File: src/omcp_pkg.sv
package omcp_pkg;

   // ***********************************************
   // Rate range encodings
   // ***********************************************
   localparam logic RATE_LOW = 1'b0;
   localparam logic RATE_HIGH = 1'b1;

   // ***********************************************
   // Reset values and pin output-enable levels
   // ***********************************************
   localparam logic RST_LASER_OFF = 1'b1;
   localparam logic RST_RATE = 1'b0;
   localparam logic OE_DRIVE = 1'b0;
   localparam logic OE_RELEASE = 1'b1;

   // ***********************************************
   // Timing
   // ***********************************************
   localparam int CLK_PERIOD_NS = 10;
   localparam int STABLE_TIME_NS = 100;
   localparam int STABLE_CYCLES = (STABLE_TIME_NS + CLK_PERIOD_NS - 1) / CLK_PERIOD_NS;
   localparam int STABLE_W = $clog2(STABLE_CYCLES + 1);

   // ***********************************************
   // Carrier types
   // ***********************************************
   typedef enum logic [1:0] {
      OMCP_MODE_RATE,
      OMCP_MODE_ALT
   } omcp_sel_mode_e;

   typedef struct packed {
      logic rx_rate_pick;
      logic tx_rate_pick;
   } omcp_pick_s;

   typedef struct packed {
      logic rx_high_rate;
      logic tx_high_rate;
      logic alt_select_zero;
      logic alt_select_one;
   } omcp_rate_s;

   typedef struct packed {
      logic out_bit;
      logic oe_n;
   } omcp_od_s;

endpackage

File: src/omcp_od_pin.sv
`timescale 1ns/1ps
`default_nettype none

module omcp_od_pin #(
   parameter bit IMPLEMENTED = 1'b1
) (
   // Clock and reset
   input wire logic i_clk_sys,
   input wire logic i_rst,
   // Status to report
   input wire logic i_assert,
   // Pin
   output omcp_pkg::omcp_od_s o_pin
);

   // ***********************************************
   // State
   // ***********************************************
   typedef struct packed {
      logic oe_n;
   } omcp_od_state_s;

   omcp_od_state_s state_reg;
   omcp_od_state_s state_next;

   // The pin only ever pulls low; a high level comes from the host's pull-up.
   always_comb begin
      state_next = state_reg;
      if (!IMPLEMENTED) begin
         state_next.oe_n = omcp_pkg::OE_DRIVE;
      end else begin
         state_next.oe_n = i_assert ? omcp_pkg::OE_RELEASE : omcp_pkg::OE_DRIVE;
      end
   end

   always_ff @(posedge i_clk_sys) begin
      if (i_rst) begin
         state_reg <= '{oe_n: omcp_pkg::OE_DRIVE};
      end else begin
         state_reg <= state_next;
      end
   end

   assign o_pin.out_bit = 1'b0;
   assign o_pin.oe_n = state_reg.oe_n;

endmodule
`default_nettype wire

File: src/omcp_filter.sv
`timescale 1ns/1ps
`default_nettype none

module omcp_filter #(
   parameter int CYCLES = omcp_pkg::STABLE_CYCLES,
   parameter bit RST_VAL = 1'b0
) (
   // Clock and reset
   input wire logic i_clk_sys,
   input wire logic i_rst,
   // Level
   input wire logic i_level,
   output logic o_level
);

   // ***********************************************
   // State
   // ***********************************************
   // The counter is sized from this filter's own length, so a longer hold cannot wrap it.
   localparam int CNT_W = $clog2(CYCLES + 1);

   typedef struct packed {
      logic [CNT_W-1:0] cnt;
      logic level;
   } omcp_flt_state_s;

   omcp_flt_state_s state_reg;
   omcp_flt_state_s state_next;

   // A level must hold for a few cycles so that contact bounce on insertion is not acted on.
   always_comb begin
      state_next = state_reg;
      if (i_level == state_reg.level) begin
         state_next.cnt = '0;
      end else if (state_reg.cnt == CNT_W'(CYCLES - 1)) begin
         state_next.cnt = '0;
         state_next.level = i_level;
      end else begin
         state_next.cnt = state_reg.cnt + 1'b1;
      end
   end

   always_ff @(posedge i_clk_sys) begin
      if (i_rst) begin
         state_reg <= '{cnt: '0, level: RST_VAL};
      end else begin
         state_reg <= state_next;
      end
   end

   assign o_level = state_reg.level;

endmodule
`default_nettype wire

File: src/omcp_ctrl.sv
`timescale 1ns/1ps
`default_nettype none

// What this block does
// - The fault status pin reads high whenever the transmitter has detected a laser fault.
// - Without fault detection the fault status pin is held low permanently.
// - The fault status pin is open-drain, only pulled low or released for the host pull-up.
// - The transmitter output is off whenever laser-off is high or unconnected.
// - A passive cable variant may ignore laser-off, while active modules honour it.
// - Laser-off is pulled up internally, so an undriven input disables the transmitter.
// - The transmitter runs normally while laser-off is held low.
// - The receive-rate pick optionally selects the receive path rate range.
// - The transmit-rate pick optionally selects the transmit path rate range.
// - Both rate picks are weakly pulled low, so undriven means low rate.
// - In the alternative scheme the two picks become alternate selects zero and one.
// - A low pick means 4.25 GBd or below and a high pick means above 4.25 GBd.
// - The module-missing contact is tied to ground while the module is inserted.
// - The receive signal lost pin reads high when received optical level is too low.

module omcp_ctrl #(
   parameter bit FAULT_IMPL = 1'b1,
   parameter bit LOS_IMPL = 1'b1,
   parameter bit PASSIVE = 1'b0,
   parameter int STABLE = omcp_pkg::STABLE_CYCLES
) (
   // Clock and reset
   input wire logic i_clk_sys,
   input wire logic i_rst,
   // Host contacts: laser-off request with its connection sense
   input wire logic i_laser_off,
   input wire logic i_laser_off_driven,
   // Host contacts: rate picks with their connection sense
   input wire omcp_pkg::omcp_pick_s i_pick,
   input wire omcp_pkg::omcp_pick_s i_pick_driven,
   // Module internal status
   input wire logic i_laser_fault,
   input wire logic i_rx_level_low,
   input wire logic i_alt_mode,
   // Host contacts driven by the module
   output omcp_pkg::omcp_od_s o_fault_pin,
   output omcp_pkg::omcp_od_s o_los_pin,
   output logic o_module_missing,
   // Module internal control
   output logic o_tx_enable,
   output omcp_pkg::omcp_rate_s o_rate
);

   // ***********************************************
   // Contact resolution
   // ***********************************************
   logic laser_off_in;
   logic rx_pick_in;
   logic tx_pick_in;
   logic laser_off_flt;
   logic rx_pick_flt;
   logic tx_pick_flt;

   // An open laser-off contact floats up to the transmitter supply.
   assign laser_off_in = i_laser_off_driven ? i_laser_off : 1'b1;
   // Open rate picks sink to ground through the weak pull-down.
   assign rx_pick_in = i_pick_driven.rx_rate_pick ? i_pick.rx_rate_pick : omcp_pkg::RATE_LOW;
   assign tx_pick_in = i_pick_driven.tx_rate_pick ? i_pick.tx_rate_pick : omcp_pkg::RATE_LOW;

   omcp_filter #(.CYCLES(STABLE), .RST_VAL(omcp_pkg::RST_LASER_OFF)) u_flt_off (
      .i_clk_sys(i_clk_sys),
      .i_rst(i_rst),
      .i_level(laser_off_in),
      .o_level(laser_off_flt)
   );

   omcp_filter #(.CYCLES(STABLE), .RST_VAL(omcp_pkg::RST_RATE)) u_flt_rx (
      .i_clk_sys(i_clk_sys),
      .i_rst(i_rst),
      .i_level(rx_pick_in),
      .o_level(rx_pick_flt)
   );

   omcp_filter #(.CYCLES(STABLE), .RST_VAL(omcp_pkg::RST_RATE)) u_flt_tx (
      .i_clk_sys(i_clk_sys),
      .i_rst(i_rst),
      .i_level(tx_pick_in),
      .o_level(tx_pick_flt)
   );

   // ***********************************************
   // State
   // ***********************************************
   typedef struct packed {
      logic tx_enable;
      omcp_pkg::omcp_sel_mode_e mode;
      omcp_pkg::omcp_rate_s rate;
   } omcp_state_s;

   omcp_state_s state_reg;
   omcp_state_s state_next;

   always_comb begin
      state_next = state_reg;
      // Laser off wins the moment it is seen; enabling waits for the filtered low.
      if (PASSIVE) begin
         state_next.tx_enable = 1'b1;
      end else if (laser_off_in || laser_off_flt) begin
         state_next.tx_enable = 1'b0;
      end else begin
         state_next.tx_enable = 1'b1;
      end
      state_next.mode = i_alt_mode ? omcp_pkg::OMCP_MODE_ALT : omcp_pkg::OMCP_MODE_RATE;
      unique case (state_next.mode)
         omcp_pkg::OMCP_MODE_ALT: begin
            state_next.rate.rx_high_rate = omcp_pkg::RATE_LOW;
            state_next.rate.tx_high_rate = omcp_pkg::RATE_LOW;
            state_next.rate.alt_select_zero = rx_pick_flt;
            state_next.rate.alt_select_one = tx_pick_flt;
         end
         omcp_pkg::OMCP_MODE_RATE: begin
            state_next.rate.rx_high_rate = (rx_pick_flt == omcp_pkg::RATE_HIGH);
            state_next.rate.tx_high_rate = (tx_pick_flt == omcp_pkg::RATE_HIGH);
            state_next.rate.alt_select_zero = 1'b0;
            state_next.rate.alt_select_one = 1'b0;
         end
         default: begin
            state_next.rate = '0;
         end
      endcase
   end

   always_ff @(posedge i_clk_sys) begin
      if (i_rst) begin
         state_reg <= '{tx_enable: 1'b0, mode: omcp_pkg::OMCP_MODE_RATE, rate: '0};
      end else begin
         state_reg <= state_next;
      end
   end

   assign o_tx_enable = state_reg.tx_enable;
   assign o_rate = state_reg.rate;

   // ***********************************************
   // Status pins
   // ***********************************************
   // Status pins are open-drain, so the host must pull up and synchronise them.
   omcp_od_pin #(.IMPLEMENTED(FAULT_IMPL)) u_fault (
      .i_clk_sys(i_clk_sys),
      .i_rst(i_rst),
      .i_assert(i_laser_fault),
      .o_pin(o_fault_pin)
   );

   omcp_od_pin #(.IMPLEMENTED(LOS_IMPL)) u_los (
      .i_clk_sys(i_clk_sys),
      .i_rst(i_rst),
      .i_assert(i_rx_level_low),
      .o_pin(o_los_pin)
   );

   // An inserted module grounds this contact; the host pull-up makes absence read high.
   assign o_module_missing = 1'b0;

endmodule
`default_nettype wire

File: config.mk
export PLATFORM = sky130hd
export DESIGN_NAME = omcp_ctrl
export DESIGN_NICKNAME = d
export VERILOG_FILES = /design/src/omcp_pkg.sv /design/src/omcp_od_pin.sv /design/src/omcp_filter.sv /design/src/omcp_ctrl.sv
export SDC_FILE = /design/constraint.sdc
export NUM_CORES = 1
export LEC_CHECK = 0
export BUFFER_PORTS_ARGS = -buffer_cell sky130_fd_sc_hd__buf_2
export CAP_MARGIN = 20
export CORE_MARGIN = 2
export CORE_UTILIZATION = 47
export CTS_CLUSTER_DIAMETER = 60
export DETAILED_ROUTE_END_ITERATION = 8
export PLACE_DENSITY = 0.78
export SETUP_SLACK_MARGIN = 0.02
export SLEW_MARGIN = 20
export SYNTH_ARGS = -nofsm -noshare
export SYNTH_HDL_FRONTEND = slang
export SYNTH_SLANG_ARGS = --single-unit
File: constraint.sdc
create_clock -name i_clk_sys -period 2.95 [get_ports i_clk_sys]
set_clock_uncertainty 0.2 [all_clocks]
set_input_delay 0.1475 -clock i_clk_sys [delete_from_list [all_inputs] [get_ports i_clk_sys]]
set_output_delay 0.1475 -clock i_clk_sys [all_outputs]
set_load 0.02 [all_outputs]
==> metrics.md <==
| Metric | Value |
|---|---|
| Via-per-instance ratio | `4.64` |
| Initial antenna violation count | `0` |
| Pins Over Slew Limit | `0` |
| Min cycle time layout | `1770 ps` |
| Post-synth top area share | `49.0%` |
| Critical path, cell by cell | `dlygate4sd3_1, buf_2, nand2_1, dlygate4sd3_1, or3_1, a21oi_1` |
| Unrepaired setup endpoints after global routing | `no` |
| Fin nets | `137` |
| Post-CTS Setup Bufs | `0` |
| Post-Synthesis Cells | `90` |
| Tcrit/Tclk final | `60.1%` |
| Most frequent CP cell | `dlygate4sd3_1` |
| Layout cells sized above 1 | `22.0%` |
| CP startpoint kind | `input pin` |
| Synth top area cells | `dfxtp_1 49%, ha_1 9.7%, nor2_1 5.0%, buf_4 4.2%, o221ai_2 3.3%` |
| Std cell rows | `15` |
| Io pins | `21` |
| Initial core utilization | `50.9%` |
| Largest net degree at the start of global routing | `13` |
| Post-synth cell types | `22` |
| DRT iter0 DRCs | `2` |
| CTS tree | `built` |
| Post-Syn Area per Cell | `9.98 sq um` |
| CP max stage delay | `540 ps` |
| Vias in the first global route | `566` |
| Routed wire length | `1380 um` |
| # DRC | `0` |
| CTS Buf Count | `3` |
| Routed length per instance | `9.66 um` |
| Hpwl dp | `1020 um` |
| Core Box Area | `0.00176 sq mm` |
| Area grow syn2layout | `24.8%` |
| Root buf cell | `clkbuf_4` |
| Status | `completed` |
| Asr flop ratio synth | `0%` |
| Antenna cell count | `0` |
| Worst hold-check path type | `in -> reg` |
| First-pass GRT wire length | `2100 um` |
| Fillcell total | `153` |
| Internal power consumption | `395 uW` |
| Via total after detailed routing | `664` |
| Synthesis Warnings | `0` |
| Post-synth EDFFs | `0` |
| Lkg Pwr | `0.494 nW` |
| Total gr overflow | `0` |
| Area of the die | `0.00228 sq mm` |
| Cell area after synthesis | `898 sq um` |
| Psw | `106 uW` |
| Worst Setup End Kind | `flip-flop` |
| Most numerous cell in the Yosys netlist | `dfxtp_1` |
| Flop pwr share | `60.4%` |
| Fmax | `0.564 GHz` |
| CTS H-tree lvls | `1` |
| Total of max-cap violations | `0` |
| Power density over cell area | `447 mW/mm^2` |
| Most instantiated cells after synthesis | `22 x dfxtp_1, 12 x nor2_1, 7 x ha_1, 6 x nand2_1` |
| Critical-path top delay cell | `dlygate4sd3_1` |
| Fin worst setup slack | `1180 ps` |
| Die W | `47.7 um` |
| Maximum vdd drop | `0.000301 V` |
| Flip-flop and latch count after synthesis | `22` |
| Worst skew pair latency | `300 ps` |
| Clock power share | `32.1%` |
| WP data required | `3000 ps` |
| Comb pwr share | `7.5%` |
| Final RePlAce weighted congestion | `0.731` |
| Ys flop type | `dfxtp_1` |
| Pre-CTS WS | `1630 ps` |
| GRT Util Overall | `13.2%` |
| Max FO, Critical Path | `3` |
| Sink Count | `22` |
| Final hold viol count | `0` |
| Critical Path AT | `1820 ps` |
| Sequential area share after synthesis | `49.0%` |
| WS Path Type | `in -> reg` |
| Top cell family by delay on the critical path | `buffers and inverters` |
| Die height | `47.7 um` |
| IO buf count | `17` |
| First-pass DRT Iterations | `4` |
| Switching share of total power | `21.2%` |
| Fin Setup TNS | `0 ps` |
| CP Buf/Inv Count | `3` |
| Post-DRT Antenna Nets | `0` |
| CTS max path bufs | `2` |
| Final setup fails | `0` |
| Reg clk slew, reported paths | `110 ps` |
| Area leader, netlist | `dfxtp_1` |
-- stage by stage --
step | instances | area [sq um] | hold WS, ps | total power [mW] | util [%]
global placement | 129 | 985 | 156 | 0.337 | 55.8
global route | 143 | 1120 | 23.4 | 0.526 | 63.5
finish | 143 | 1120 | 37.8 | 0.501 | 63.5
floorplan | 92 | 906 | 16.6 | 0.330 | -
detailed placement | 129 | 985 | 156 | 0.338 | 55.8
CTS | 143 | 1120 | 30.9 | 0.508 | 63.5
-- routing by layer --
metal  wire length (um)  vias up  GRT usage [%]
li1                   -      347              -
met1                634      295           14.7
met2                657       17           22.4
met3                 73        5           5.66
met4                 17        0           4.86
met5                  0        -              0
-- area by class of cell --
| class | instances | area [sq um] | share of cell area, % |
|---|---|---|---|
| Clock buffer | 4 | 36.3 | 3.24 |
| Inverter | 5 | 18.8 | 1.67 |
| Multi-Input combinational cell | 60 | 409 | 36.5 |
| Sequential cell | 22 | 440 | 39.3 |
| Tap cell | 25 | 31.3 | 2.79 |
| Timing Repair Buffer | 27 | 185 | 16.5 |
-- cells by family after synthesis --
kind of cell               Yosys count  synth area share, %
DFF                                 22                 49.0
xor gates and xnor gates             6                 5.85
and+or+nand+nor                     34                 19.8
buffers and inverters               10                 6.27
adders and majority gates            7                 9.75
other                                1                0.417
AOI/OAI and AO/OA                   10                 8.91
-- timing repair --
action / in CTS / in global routing
hold buffers: 10 / 0
hold endpoints to repair: 10 / 0
resized for setup: 0 / 0
-- power groups by stage --
stage / logic [mW] / registers [mW] / clock network [mW]
after floorplan: 0.0206 / 0.309 / 0
after global placement: 0.0273 / 0.309 / 0
after detailed placement: 0.0283 / 0.310 / 0
after CTS: 0.0375 / 0.303 / 0.167
after global routing: 0.0415 / 0.304 / 0.181
final: 0.0374 / 0.303 / 0.161
-- placed cells by master (no fill, tap or decap) --
master / n
or3_1: 2
xnor2_1: 3
nor3b_1: 2
o21ai_0: 2
o221ai_2: 2
ha_1: 7
nor2_1: 12
dlygate4sd3_1: 10
dfxtp_1: 22
and3_1: 1
and3b_2: 2
conb_1: 3
a21oi_1: 2
clkbuf_8: 1
nor2b_1: 4
nand4b_1: 1
o211ai_1: 2
inv_1: 5
nand3_1: 3
and3_2: 1
xor2_1: 3
nand2_1: 6
a21boi_0: 2
clkbuf_4: 3
buf_2: 17
-- final timing paths --
| check | startpoint | end | slack, ps | depth (start not counted) |
|---|---|---|---|---|
| worst max-delay path | i_pick[0] | u_flt_tx.o_level$_SDFFE_PP0P_ | 1180 | 6 |
| worst min-delay path | i_laser_off_driven | u_flt_off.o_level$_SDFFE_PP1P_ | 40 | 3 |
| worst max register to register | u_flt_rx.o_level$_SDFFE_PP0P_ | o_rate[3]$_SDFF_PP0_ | 1550 | 2 |
| worst min register to register | u_flt_rx.state_reg[1]$_SDFF_PP0_ | u_flt_rx.state_reg[1]$_SDFF_PP0_ | 280 | 1 |
-- tightest hold or removal path, cell delays in order --
cell and delay [ps]:
buf_2 80, nor2b_1 170, o211ai_1 100
Note: power is estimated with default switching activity, not from simulation.
